$ cat src/design/gtg_pkg.sv
// constants and types shared by the general timer group
package gtg_pkg;
  // register byte addresses
  localparam logic [11:0] GTG_TMR1_ADDR = 12'h100;
  localparam logic [11:0] GTG_PR1_ADDR = 12'h102;
  localparam logic [11:0] GTG_T1_CTRL_ADDR = 12'h104;
  localparam logic [11:0] GTG_TMR2_ADDR = 12'h106;
  localparam logic [11:0] GTG_PR2_ADDR = 12'h108;
  localparam logic [11:0] GTG_T2_CTRL_ADDR = 12'h10A;
  localparam logic [11:0] GTG_TMR3_ADDR = 12'h10C;
  localparam logic [11:0] GTG_T3_GATE_ADDR = 12'h10E;
  localparam logic [11:0] GTG_T3_CTRL_ADDR = 12'h110;
  localparam logic [11:0] GTG_IRQ_STAT_ADDR = 12'h120;
  localparam logic [11:0] GTG_IRQ_EN_ADDR = 12'h124;
  localparam logic [11:0] GTG_IRQ_CLR_ADDR = 12'h128;
  // reset values
  localparam logic [15:0] GTG_PR1_RST = 16'hFFFF;
  localparam logic [15:0] GTG_PR2_RST = 16'h00FF;
  // timer one control fields
  localparam int GTG_T1_RUN_BIT = 15;
  localparam int GTG_T1_IDLE_BIT = 13;
  localparam int GTG_T1_ECS_LSB = 8;
  localparam int GTG_T1_GATE_BIT = 6;
  localparam int GTG_T1_PS_LSB = 4;
  localparam int GTG_T1_SYNC_BIT = 2;
  localparam int GTG_T1_SRC_BIT = 1;
  localparam logic [15:0] GTG_T1_MASK = 16'hA376;
  // timer two control fields
  localparam int GTG_T2_POST_LSB = 3;
  localparam int GTG_T2_RUN_BIT = 2;
  localparam logic [15:0] GTG_T2_MASK = 16'h007F;
  // timer three control and gate fields
  localparam int GTG_T3_CS_LSB = 6;
  localparam int GTG_T3_PS_LSB = 4;
  localparam int GTG_T3_RUN_BIT = 0;
  localparam logic [15:0] GTG_T3_MASK = 16'h00FD;
  localparam int GTG_G_EN_BIT = 7;
  localparam int GTG_G_POL_BIT = 6;
  localparam int GTG_G_TOG_BIT = 5;
  localparam int GTG_G_SPM_BIT = 4;
  localparam int GTG_G_GO_BIT = 3;
  localparam int GTG_G_VAL_BIT = 2;
  localparam logic [15:0] GTG_G_WMASK = 16'h00FB;
  // interrupt status bits
  localparam int GTG_IRQ_T1 = 0;
  localparam int GTG_IRQ_T2 = 1;
  localparam int GTG_IRQ_T3 = 2;
  localparam int GTG_IRQ_GATE = 3;
  // timer one extended clock codes
  typedef enum logic [1:0] {
    GTG_ECS_SECONDARY_OSC = 2'b00,
    GTG_ECS_EXT = 2'b01,
    GTG_ECS_LOW_POWER_RC_OSC = 2'b10,
    GTG_ECS_RSVD = 2'b11
  } gtg_ecs_t;
endpackage : gtg_pkg

$ cat src/design/gtg_timer_group.sv
// three general purpose timers (one and three 16-bit, two 8-bit) behind an apb slave
`timescale 1ns/1ns
// Notes on behaviour
// - ext select 10 rc osc, 01 ext clock, 00 secondary osc, 11 reserved
// - timer one prescale 256, 64, 8 or 1 by code 11..00
// - timer three runs as timer on internal clock or event counter
// - timer three count register is readable, and writable while the special event trigger is low
// - timer three clock from device clock, secondary or rc osc, or pin
// - timer three gate with software chosen source and polarity
// - gate toggle mode and single pulse one-shot mode
// - special event trigger resets timer three count
module gtg_timer_group
  import gtg_pkg::*;
(
  input wire logic pclk,
  input wire logic presetn,
  input wire logic psel,
  input wire logic penable,
  input wire logic pwrite,
  input wire logic [11:0] paddr,
  input wire logic [31:0] pwdata,
  output logic [31:0] prdata,
  output logic pready,
  output logic pslverr,
  input wire logic device_idle,
  input wire logic secondary_osc_tick,
  input wire logic low_power_rc_osc_tick,
  input wire logic ext_clock_tick,
  input wire logic t3_ext_tick,
  input wire logic [3:0] gate_src,
  input wire logic special_event_trigger,
  output logic t2_match_out,
  output logic irq
);
  logic [15:0] tmr1_ff, pr1_ff, t1c_ff, tmr2_ff, pr2_ff, t2c_ff;
  logic [15:0] tmr3_ff, t3g_ff, t3c_ff;
  logic [7:0] ps1_ff, ps3_ff;
  logic [3:0] ps2_ff, post2_ff;
  logic [3:0] sts_ff, en_ff;
  logic [31:0] prdata_ff;
  logic pready_ff, pslverr_ff, t2o_ff, irq_ff, gate_d_ff;
  logic [15:0] nxt_tmr1, nxt_pr1, nxt_t1c, nxt_tmr2, nxt_pr2, nxt_t2c;
  logic [15:0] nxt_tmr3, nxt_t3g, nxt_t3c;
  logic [7:0] nxt_ps1, nxt_ps3;
  logic [3:0] nxt_ps2, nxt_post2, nxt_sts, nxt_en;
  logic [31:0] nxt_prdata;
  logic nxt_pready, nxt_pslverr, nxt_t2o, nxt_irq, nxt_gate_d;

  // prescaler terminal count for a two-bit 1/8/64/256 code
  function automatic logic [7:0] gtg_div8(input logic [1:0] code);
    case (code)
      2'b11: gtg_div8 = 8'hFF;
      2'b10: gtg_div8 = 8'h3F;
      2'b01: gtg_div8 = 8'h07;
      default: gtg_div8 = 8'h00;
    endcase
  endfunction : gtg_div8

  // true for every byte address that a write reaches without an error
  function automatic logic gtg_mapped(input logic [11:0] addr);
    gtg_mapped = (addr == GTG_TMR1_ADDR) || (addr == GTG_PR1_ADDR) ||
                 (addr == GTG_T1_CTRL_ADDR) || (addr == GTG_TMR2_ADDR) ||
                 (addr == GTG_PR2_ADDR) || (addr == GTG_T2_CTRL_ADDR) ||
                 (addr == GTG_TMR3_ADDR) || (addr == GTG_T3_GATE_ADDR) ||
                 (addr == GTG_T3_CTRL_ADDR) || (addr == GTG_IRQ_EN_ADDR) ||
                 (addr == GTG_IRQ_CLR_ADDR);
  endfunction : gtg_mapped

  logic acc, wr, rd, t1_tick, t1_en, t1_in, t2_in, t2_tick, t2_match;
  logic t3_src, t3_in, t3_tick, gate_lvl, gate_ok, t3_ovf, t1_match;
  logic [3:0] t2_div;
  logic [7:0] ps1_tc, ps3_tc;

  always_comb begin
    acc = psel & penable;
    wr = acc & pwrite;
    rd = acc & ~pwrite;
    // timer one source
    if (!t1c_ff[GTG_T1_SRC_BIT]) begin
      t1_in = 1'b1;
    end else begin
      case (gtg_ecs_t'(t1c_ff[GTG_T1_ECS_LSB +: 2]))
        GTG_ECS_SECONDARY_OSC: t1_in = secondary_osc_tick;
        GTG_ECS_EXT: t1_in = ext_clock_tick;
        GTG_ECS_LOW_POWER_RC_OSC: t1_in = low_power_rc_osc_tick;
        default: t1_in = 1'b0; // reserved code gives no clock
      endcase
    end
    // gated accumulation only meaningful on the internal clock
    if (!t1c_ff[GTG_T1_SRC_BIT] && t1c_ff[GTG_T1_GATE_BIT]) begin
      t1_in = t1_in & gate_src[0];
    end
    // idle only stops the timer when software asked for it
    t1_en = t1c_ff[GTG_T1_RUN_BIT]
            & ~(t1c_ff[GTG_T1_IDLE_BIT] & device_idle);
    ps1_tc = gtg_div8(t1c_ff[GTG_T1_PS_LSB +: 2]);
    t1_tick = t1_en & t1_in & (ps1_ff == ps1_tc);
    t1_match = t1_tick & (tmr1_ff == pr1_ff);
    // timer two
    t2_in = t2c_ff[GTG_T2_RUN_BIT];
    // prescale codes 1x both give 16
    case (t2c_ff[1:0])
      2'b00: t2_div = 4'h0;
      2'b01: t2_div = 4'h3;
      default: t2_div = 4'hF;
    endcase
    t2_tick = t2_in & (ps2_ff == t2_div);
    t2_match = t2_tick & (tmr2_ff == pr2_ff);
    // timer three source
    case (t3c_ff[GTG_T3_CS_LSB +: 2])
      2'b00: t3_src = 1'b1;
      2'b01: t3_src = 1'b1;
      2'b10: t3_src = t3_ext_tick;
      default: t3_src = low_power_rc_osc_tick | secondary_osc_tick;
    endcase
    // gate pins are sampled each clock, so a gate pulse must last one cycle
    // selected gate level with polarity
    gate_lvl = gate_src[t3g_ff[1:0]] ~^ t3g_ff[GTG_G_POL_BIT];
    if (!t3g_ff[GTG_G_EN_BIT]) begin
      gate_ok = 1'b1;
    end else if (t3g_ff[GTG_G_SPM_BIT]) begin
      gate_ok = t3g_ff[GTG_G_GO_BIT] & t3g_ff[GTG_G_VAL_BIT];
    end else begin
      gate_ok = t3g_ff[GTG_G_VAL_BIT];
    end
    t3_in = t3c_ff[GTG_T3_RUN_BIT] & t3_src & gate_ok;
    // timer three prescale 1, 2, 4 or 8
    case (t3c_ff[GTG_T3_PS_LSB +: 2])
      2'b00: ps3_tc = 8'h00;
      2'b01: ps3_tc = 8'h01;
      2'b10: ps3_tc = 8'h03;
      default: ps3_tc = 8'h07;
    endcase
    t3_tick = t3_in & (ps3_ff >= ps3_tc);
    // a trigger in the wrap cycle clears the count, so no overflow flag
    t3_ovf = t3_tick & (tmr3_ff == 16'hFFFF) & ~special_event_trigger;
  end

  always_comb begin
    nxt_tmr1 = tmr1_ff;
    nxt_pr1 = pr1_ff;
    nxt_t1c = t1c_ff;
    nxt_tmr2 = tmr2_ff;
    nxt_pr2 = pr2_ff;
    nxt_t2c = t2c_ff;
    nxt_tmr3 = tmr3_ff;
    nxt_t3g = t3g_ff;
    nxt_t3c = t3c_ff;
    nxt_ps1 = ps1_ff;
    nxt_ps2 = ps2_ff;
    nxt_ps3 = ps3_ff;
    nxt_post2 = post2_ff;
    nxt_en = en_ff;
    nxt_sts = sts_ff;
    nxt_prdata = prdata_ff;
    nxt_pready = 1'b0;
    nxt_pslverr = 1'b0;
    nxt_t2o = 1'b0;
    // timer one counts up to its period
    if (t1_en & t1_in) begin
      nxt_ps1 = (ps1_ff == ps1_tc) ? 8'h00 : ps1_ff + 8'h01;
    end
    if (t1_tick) begin
      nxt_tmr1 = t1_match ? 16'h0000 : tmr1_ff + 16'h0001;
    end
    // timer two with postscaled match output
    if (t2_in) begin
      nxt_ps2 = (ps2_ff == t2_div) ? 4'h0 : ps2_ff + 4'h1;
    end
    // timer two is eight bits wide; its upper byte reads zero
    if (t2_tick) begin
      nxt_tmr2 = t2_match ? 16'h0000 : {8'h00, tmr2_ff[7:0] + 8'h01};
    end
    if (t2_match) begin
      if (post2_ff == t2c_ff[GTG_T2_POST_LSB +: 4]) begin
        nxt_post2 = 4'h0;
        nxt_t2o = 1'b1;
      end else begin
        nxt_post2 = post2_ff + 4'h1;
      end
    end
    // timer three
    if (t3_in) begin
      nxt_ps3 = t3_tick ? 8'h00 : ps3_ff + 8'h01;
    end
    if (special_event_trigger) begin
      nxt_tmr3 = 16'h0000;
    end else if (t3_tick) begin
      nxt_tmr3 = tmr3_ff + 16'h0001;
    end
    // gate edge tracking; toggle flips the value on each active edge
    nxt_gate_d = gate_lvl;
    if (t3g_ff[GTG_G_TOG_BIT]) begin
      if (gate_lvl & ~gate_d_ff) begin
        nxt_t3g[GTG_G_VAL_BIT] = ~t3g_ff[GTG_G_VAL_BIT];
      end
    end else begin
      nxt_t3g[GTG_G_VAL_BIT] = gate_lvl;
    end
    // one-shot done when the gate closes after an open pulse
    if (t3g_ff[GTG_G_SPM_BIT] & t3g_ff[GTG_G_GO_BIT] & t3g_ff[GTG_G_VAL_BIT] &
        ~nxt_t3g[GTG_G_VAL_BIT]) begin
      nxt_t3g[GTG_G_GO_BIT] = 1'b0;
      nxt_sts[GTG_IRQ_GATE] = 1'b1;
    end
    // register writes take effect in the access phase
    if (wr) begin
      if (paddr == GTG_TMR1_ADDR) begin
        nxt_tmr1 = pwdata[15:0];
      end else if (paddr == GTG_PR1_ADDR) begin
        nxt_pr1 = pwdata[15:0];
      end else if (paddr == GTG_T1_CTRL_ADDR) begin
        nxt_t1c = pwdata[15:0] & GTG_T1_MASK;
      end else if (paddr == GTG_TMR2_ADDR) begin
        nxt_tmr2 = {8'h00, pwdata[7:0]};
      end else if (paddr == GTG_PR2_ADDR) begin
        nxt_pr2 = {8'h00, pwdata[7:0]};
      end else if (paddr == GTG_T2_CTRL_ADDR) begin
        nxt_t2c = pwdata[15:0] & GTG_T2_MASK;
      end else if (paddr == GTG_TMR3_ADDR && !special_event_trigger) begin
        nxt_tmr3 = pwdata[15:0];
      end else if (paddr == GTG_T3_GATE_ADDR) begin
        nxt_t3g = (pwdata[15:0] & GTG_G_WMASK) | {13'h0000, nxt_t3g[2], 2'b00};
        nxt_t3g[1:0] = pwdata[1:0];
      end else if (paddr == GTG_T3_CTRL_ADDR) begin
        nxt_t3c = pwdata[15:0] & GTG_T3_MASK;
      end else if (paddr == GTG_IRQ_EN_ADDR) begin
        nxt_en = pwdata[3:0];
      end else if (paddr == GTG_IRQ_CLR_ADDR) begin
        nxt_sts = nxt_sts & ~pwdata[3:0];
      end
    end
    // timer one, two and three events set after the clear so a same-cycle one is kept
    if (t1_match) begin
      nxt_sts[GTG_IRQ_T1] = 1'b1;
    end
    if (t2_match && post2_ff == t2c_ff[GTG_T2_POST_LSB +: 4]) begin
      nxt_sts[GTG_IRQ_T2] = 1'b1;
    end
    if (t3_ovf) begin
      nxt_sts[GTG_IRQ_T3] = 1'b1;
    end
    // irq tracks the next status so it rises with the flag itself
    nxt_irq = |(nxt_sts & nxt_en);
    // zero-wait apb answer, pready high in the access phase cycle
    nxt_pready = psel & ~penable;
    if (psel & ~penable & ~pwrite) begin
      if (paddr == GTG_TMR1_ADDR) begin
        nxt_prdata = {16'h0000, tmr1_ff};
      end else if (paddr == GTG_PR1_ADDR) begin
        nxt_prdata = {16'h0000, pr1_ff};
      end else if (paddr == GTG_T1_CTRL_ADDR) begin
        nxt_prdata = {16'h0000, t1c_ff};
      end else if (paddr == GTG_TMR2_ADDR) begin
        nxt_prdata = {16'h0000, tmr2_ff};
      end else if (paddr == GTG_PR2_ADDR) begin
        nxt_prdata = {16'h0000, pr2_ff};
      end else if (paddr == GTG_T2_CTRL_ADDR) begin
        nxt_prdata = {16'h0000, t2c_ff};
      end else if (paddr == GTG_TMR3_ADDR) begin
        nxt_prdata = {16'h0000, tmr3_ff};
      end else if (paddr == GTG_T3_GATE_ADDR) begin
        nxt_prdata = {16'h0000, t3g_ff};
      end else if (paddr == GTG_T3_CTRL_ADDR) begin
        nxt_prdata = {16'h0000, t3c_ff};
      end else if (paddr == GTG_IRQ_STAT_ADDR) begin
        nxt_prdata = {28'h000_0000, sts_ff};
      end else if (paddr == GTG_IRQ_EN_ADDR) begin
        nxt_prdata = {28'h000_0000, en_ff};
      end else begin
        nxt_prdata = 32'h0000_0000;
        nxt_pslverr = ~(paddr == GTG_IRQ_CLR_ADDR);
      end
    end else if (psel & ~penable) begin
      nxt_prdata = 32'h0000_0000;
      nxt_pslverr = ~gtg_mapped(paddr);
    end
    // keep the answer steady for the whole access cycle
    if (rd) begin
      nxt_prdata = prdata_ff;
    end
  end

  // one register bank; every output below comes straight from it
  always_ff @(posedge pclk or negedge presetn) begin
    if (!presetn) begin
      tmr1_ff <= 16'h0000;
      pr1_ff <= GTG_PR1_RST;
      t1c_ff <= 16'h0000;
      tmr2_ff <= 16'h0000;
      pr2_ff <= GTG_PR2_RST;
      t2c_ff <= 16'h0000;
      tmr3_ff <= 16'h0000;
      t3g_ff <= 16'h0000;
      t3c_ff <= 16'h0000;
      ps1_ff <= 8'h00;
      ps2_ff <= 4'h0;
      ps3_ff <= 8'h00;
      post2_ff <= 4'h0;
      sts_ff <= 4'h0;
      en_ff <= 4'h0;
      prdata_ff <= 32'h0000_0000;
      pready_ff <= 1'b0;
      pslverr_ff <= 1'b0;
      t2o_ff <= 1'b0;
      irq_ff <= 1'b0;
      gate_d_ff <= 1'b0;
    end else begin
      tmr1_ff <= nxt_tmr1;
      pr1_ff <= nxt_pr1;
      t1c_ff <= nxt_t1c;
      tmr2_ff <= nxt_tmr2;
      pr2_ff <= nxt_pr2;
      t2c_ff <= nxt_t2c;
      tmr3_ff <= nxt_tmr3;
      t3g_ff <= nxt_t3g;
      t3c_ff <= nxt_t3c;
      ps1_ff <= nxt_ps1;
      ps2_ff <= nxt_ps2;
      ps3_ff <= nxt_ps3;
      post2_ff <= nxt_post2;
      sts_ff <= nxt_sts;
      en_ff <= nxt_en;
      prdata_ff <= nxt_prdata;
      pready_ff <= nxt_pready;
      pslverr_ff <= nxt_pslverr;
      t2o_ff <= nxt_t2o;
      irq_ff <= nxt_irq;
      gate_d_ff <= nxt_gate_d;
    end
  end

  assign prdata = prdata_ff;
  assign pready = pready_ff;
  assign pslverr = pslverr_ff;
  assign t2_match_out = t2o_ff;
  assign irq = irq_ff;
endmodule : gtg_timer_group

$ cat config.mk
export PLATFORM = sky130hd
export DESIGN_NAME = gtg_timer_group
export DESIGN_NICKNAME = d
export VERILOG_FILES = /design/src/design/gtg_pkg.sv /design/src/design/gtg_timer_group.sv
export SDC_FILE = /design/constraint.sdc
export NUM_CORES = 1
export LEC_CHECK = 0
export BUFFER_PORTS_ARGS = -buffer_cell sky130_fd_sc_hd__buf_2
export CAP_MARGIN = 20
export CORE_AREA = 3 3 127 129
export DETAILED_ROUTE_END_ITERATION = 10
export DIE_AREA = 0 0 130 132
export PLACE_DENSITY = 0.81
export SLEW_MARGIN = 10
export SYNTH_ARGS = -nofsm -noshare
export SYNTH_HDL_FRONTEND = slang
export SYNTH_SLANG_ARGS = --single-unit
$ cat constraint.sdc
create_clock -name pclk -period 8.5 [get_ports pclk]
set_input_delay 0.85 -clock pclk [delete_from_list [all_inputs] [get_ports pclk]]
set_output_delay 0.85 -clock pclk [all_outputs]
set_load 0.01 [all_outputs]
Word-level counts from Yosys, hierarchy flattened

Index checks and enable logic that the tools add are counted.

Bits in registers: 172
Output and inout bits: 36
Input port bits: 59

$add $sub $neg: 7
Magnitude comparators: 2
Multiplexer cells: 103
Bitwise logic cells: 47
Reduce and logical (&&, ||, !) cells: 29
Eq/ne operators: 28

Operators by type and width:

| operator                                       | count |
|---|---|
| two-way mux 16 bit                             | 27 |
| == test 12 x 9 -> 1 bit, second input constant | 12 |
| two-way mux 4 bit                              | 36 |
| two-way mux 32 bit                             | 2 |
| two-way mux 8 bit                              | 5 |
| adder 16 x 1 -> 16 bit, second input constant  | 2 |
| two-way mux 1 bit                              | 27 |
| adder 8 x 1 -> 8 bit, second input constant    | 3 |
| case mux 8 bit (3 select lines)                | 1 |
| bitwise AND 1 bit                              | 23 |
| NOT 1 bit                                      | 18 |
| == test 16 bit                                 | 1 |
| == test 16 bit, second input constant          | 1 |
| == test 16 x 8 -> 1 bit                        | 1 |
| == test 2 x 1 -> 1 bit, second input constant  | 5 |
| == test 2 bit, second input constant           | 5 |
| logical OR 1 bit                               | 10 |
| AND reduction 10 bit                           | 1 |
| case mux 3 bit (3 select lines)                | 1 |
| AND reduction 9 bit                            | 1 |
| adder 4 x 1 -> 4 bit, second input constant    | 2 |
| bitwise AND 4 bit                              | 2 |
| == test 4 bit                                  | 2 |
| == test 8 bit                                  | 1 |
| other kinds (21)                               | 27 |

Longest topological paths before layout

Depth after elaboration: 25
Mapped depth: 9
Mapped depth without buffers: 8

Worst setup path after synthesis

OpenSTA, ideal clock, no wires.

Path type: input -> register
Start: input paddr[7]
End: register irq_ff, in the netlist irq
Arrival: 3.007 ns
Stages on the path: 7
Slack: 5.354 ns
Path buffers: 1
Cells stage by stage: or3_1 -> clkbuf_1 -> or3_1 -> nor2_1 -> mux2_2 -> o221a_2 -> or4_1

Elaborated cells on any way between the ends: 40
Classes of those cells: eq/ne (11); mux (26); bitwise (1); reduce/logical (2)

RTL lines:

| element                 | RTL line               | RTL |
|---|---|---|
| start, declared         | gtg_timer_group.sv:20  | `input wire logic [11:0] paddr,` |
| == test 12 x 9 -> 1 bit | gtg_timer_group.sv:227 | `end else if (paddr == GTG_IRQ_EN_ADDR) begin` |
| two-way mux 4 bit       | gtg_timer_group.sv:227 |  |
| two-way mux 4 bit       | gtg_timer_group.sv:225 | `end else if (paddr == GTG_T3_CTRL_ADDR) begin` |
| two-way mux 4 bit       | gtg_timer_group.sv:222 | `end else if (paddr == GTG_T3_GATE_ADDR) begin` |
| two-way mux 4 bit       | gtg_timer_group.sv:220 | `end else if (paddr == GTG_TMR3_ADDR && !special_event_trigger) begin` |
| two-way mux 4 bit       | gtg_timer_group.sv:218 | `end else if (paddr == GTG_T2_CTRL_ADDR) begin` |
| two-way mux 4 bit       | gtg_timer_group.sv:216 | `end else if (paddr == GTG_PR2_ADDR) begin` |
| two-way mux 4 bit       | gtg_timer_group.sv:214 | `end else if (paddr == GTG_TMR2_ADDR) begin` |
| two-way mux 4 bit       | gtg_timer_group.sv:212 | `end else if (paddr == GTG_T1_CTRL_ADDR) begin` |
| two-way mux 4 bit       | gtg_timer_group.sv:210 | `end else if (paddr == GTG_PR1_ADDR) begin` |
| two-way mux 4 bit *     | gtg_timer_group.sv:208 | `if (paddr == GTG_TMR1_ADDR) begin` |
| two-way mux 4 bit *     | gtg_timer_group.sv:207 | `if (wr) begin` |
| net nxt_en[3]           | gtg_timer_group.sv:45  | `logic [3:0] nxt_ps2, nxt_post2, nxt_sts, nxt_en;` |
| bitwise AND 4 bit *     | gtg_timer_group.sv:244 | `nxt_irq = \|(nxt_sts & nxt_en);` |
| OR reduction 4 bit *    | gtg_timer_group.sv:244 |  |
| net nxt_irq             | gtg_timer_group.sv:47  | `logic nxt_pready, nxt_pslverr, nxt_t2o, nxt_irq, nxt_gate_d;` |
| end signal, assigned    | gtg_timer_group.sv:328 | `irq_ff <= nxt_irq;` |
| end, declared           | gtg_timer_group.sv:41  | `logic pready_ff, pslverr_ff, t2o_ff, irq_ff, gate_d_ff;` |

The timed path passes the listed nets; every way through them passes the cells marked *.
A chain may end at the register's enable or synchronous reset.

Worst setup path after layout

Start: input paddr[1]
End: register irq_ff, in the netlist irq

The elaborated chain is that of the path after synthesis.

==> run metrics <==
leak pwr=0.00429 uW; Netlist cell types=80; syn_area_per_cell=9.71 um^2; CTS buffer count=17; top cells by count, synth=dfrtp_1 (132), nand2_1 (81), nor2_1 (75), o21ai_0 (67), mux2_2 (48); Reg2Reg Setup Slack=5.40 ns; CP Buf/Inv Count=1; FFs w/ async S/R, synth=100%; Die Height=132 um; Total Routing Usage GR=29.9%; Net Sw Power=392 uW; clk_skew=0.00959 ns; Power Total=1550 uW; Pins Over Slew Limit=0; final period utilization=37.0%; Clk pwr share=45.8%; outcome=complete, no violations; Worst Setup Start Kind=primary input; Internal Pwr Total=1160 uW; vias=7552; residual DRC count=0; peak supply drop=0.134 mV; # hold bufs at CTS=0; CP Cell Sequence=buf_2 > or2_2 > or3_1 > nor2_1 > mux2_2 > o221a_2 > or4_1; number of synthesized flops with an enable pin=0; Gates resized, CTS repair=0; clock-pin slew on the worst setup and hold paths=0.06 ns; GRT met3 Usage=6.93%; Worst-Skew Late Latency=~0.43 ns; Final Hold Fails=0; CP required=8.80 ns; vias in the first global route=7156; initial core utilization=about three fifths; clock sink total=156; port bufs=62; first-pass GRT wire length=around 40 mm; num rows=45; ys flop type=dfrtp_1; kind of critical path=in2reg; I/O pin cnt=95; DIE AREA=17200 um^2; YS warnings=0; routed wire length=24.9 mm; max frequency=~320 MHz; met1 GRT Util=42.6%; share of post-route cells with drive strength above 1=just over 20%; Max stage delay cell, worst path=or4_1; number of post-CTS setup repair buffers=0; largest net degree at the start of global routing=between 80 and 90; top cell type's share of synthesized area=between 30% and 40%; WL per Instance=21.4 um; final setup TNS=0 ns; DPL Wire Length=17.4 mm; synthesized flop and latch total=156; mapped cell area=~9000 um^2; Worst EP arrival=3.45 ns; Slew HR=37.7%; HP Class=in2async; remaining antenna violation count=0; met2 usage=44.9%; Clock Tree Buf Depth=2; net switching fraction of the power=25.3%; Pwr Density=158 nW/um^2; post-layout min period=about 3.1 ns; post-synth top area cell=dfrtp_1; RSZ-0062 raised after global routing=false; Nets=1027; GP Congestion=approximately 0.96; largest stage delay on the critical path=~0.52 ns; DR iter-0 viols=826; worst hold slack=0.476 ns; core outline area=15100 um^2; delay-heaviest family, CP=simple AND/OR/NAND/NOR gates; grt total ovfl=0; Seq pwr share=approximately half; MaxCap Viol Count=0; count leader, synth=dfrtp_1; crit path max fanout=35; die width=130 um; Setup crit end kind=register; area added between synthesis and finish=9.50%; Syn Inst Count=923; # H-tree levels=4; Comb power frac=5.8%; initial antenna violation count=0; Setup violations, final=0; sequential cell area fraction in the yosys report=43.9%; CTS tree=built; vias per cell=6.52; busiest grt layer=met2; dominant cells by area after synthesis=dfrtp_1 (37%), dfstp_2 (7.0%), mux2_2 (6.0%); drt pass-1 iters=6; root buf cell=clkbuf_16; Final Util=approximately 65%; worst slew pin tran=around 0.93 ns; Inserted Diodes=0
==> routing by layer <==
metal,routed length (um),up-vias
li1,-,3408
met1,10400,3707
met2,11400,365
met3,2330,72
met4,754,0
met5,0,-
==> per-stage QoR <==
stage	instances	setup slack (ns)	area, um^2
global route	1159	5.27	9820
floorplan	938	5.35	9020
detailed placement	1127	4.95	9270
finish	1159	5.35	9820
CTS	1159	5.39	9820
global placement	1127	4.98	9270
==> worst reg2reg max path: cells and delay by family, from the launching register on <==
family	cells	cell delay, ns
AO/OA/AOI/OAI	3	0.72
flip-flops	1	0.54
AND/OR/NAND/NOR	3	1.70
==> cell families after synthesis <==
kind of cell / synth area share (%)
xor gates and xnor gates: 6.53
buffers and inverters: 4.41
DFF: 43.9
and+or+nand+nor: 20.9
muxes: 8.54
adders and majority gates: 1.40
other: 0.0418
AOI/OAI and AO/OA: 14.3
==> cell type report <==
cell class / instances / area, um^2
Timing Repair Buffer: 65 / 339
Inverter: 17 / 63.8
Clock buffer: 20 / 457
Fill cell: 1233 / 5330
Multi-Input combinational cell: 701 / 4700
Sequential cell: 156 / 3930
Tap cell: 188 / 235
Clock inverter: 12 / 87.6
==> path summary, 6_finish.rpt <==
path / start / end / cells past startpoint
max in group asynchronous: presetn / t3g_ff[2]$_DFF_PN0_ / 2
hold reg to reg: prdata[10]$_DFFE_PN0P_ / prdata[10]$_DFFE_PN0P_ / 2
min in group pclk: prdata[10]$_DFFE_PN0P_ / prdata[10]$_DFFE_PN0P_ / 2
setup reg to reg: t1c_ff[5]$_DFFE_PN0P_ / tmr1_ff[8]$_DFF_PN0_ / 6
hold / removal: presetn / prdata[14]$_DFFE_PN0P_ / 1
setup / recovery: paddr[1] / irq$_DFF_PN0_ / 7
==> power groups by stage <==
stage          registers [uW]  clock network (uW)  logic [uW]
2_1_floorplan             764                   0        45.6
3_3_place_gp              764                   0        87.6
3_5_place_dp              764                   0        88.4
4_1_cts                   750                 714        88.8
5_1_grt                   751                 749        97.7
6_report                  750                 711        90.1
==> sequential cells by signal, indices dropped and copies added, names as in the netlist <==
register,cells
ps1_ff,8
en_ff,4
t3c_ff,7
t1c_ff,9
post2_ff,4
pr2_ff,8
t2_match_out,1
irq,1
pready,1
t3g_ff,8
prdata,16
tmr2_ff,16
sts_ff,4
tmr1_ff,16
pr1_ff,16
ps3_ff,8
ps2_ff,4
tmr3_ff,16
t2c_ff,7
gate_d_ff,1
pslverr,1
==> cells in the final DEF, fill, tap and decap left out, types with 20 or more instances in the layout <==
master / instances
dfrtp_1: 132
nand2_1: 81
nor2_1: 75
o21ai_0: 67
buf_2: 61
mux2_2: 48
xnor2_1: 45
nand3_1: 41
a21oi_1: 28
dfstp_2: 24
and3_1: 22
a211oi_1: 21
xor2_1: 20
nor4_1: 20
(Power assumes the default switching activity.)
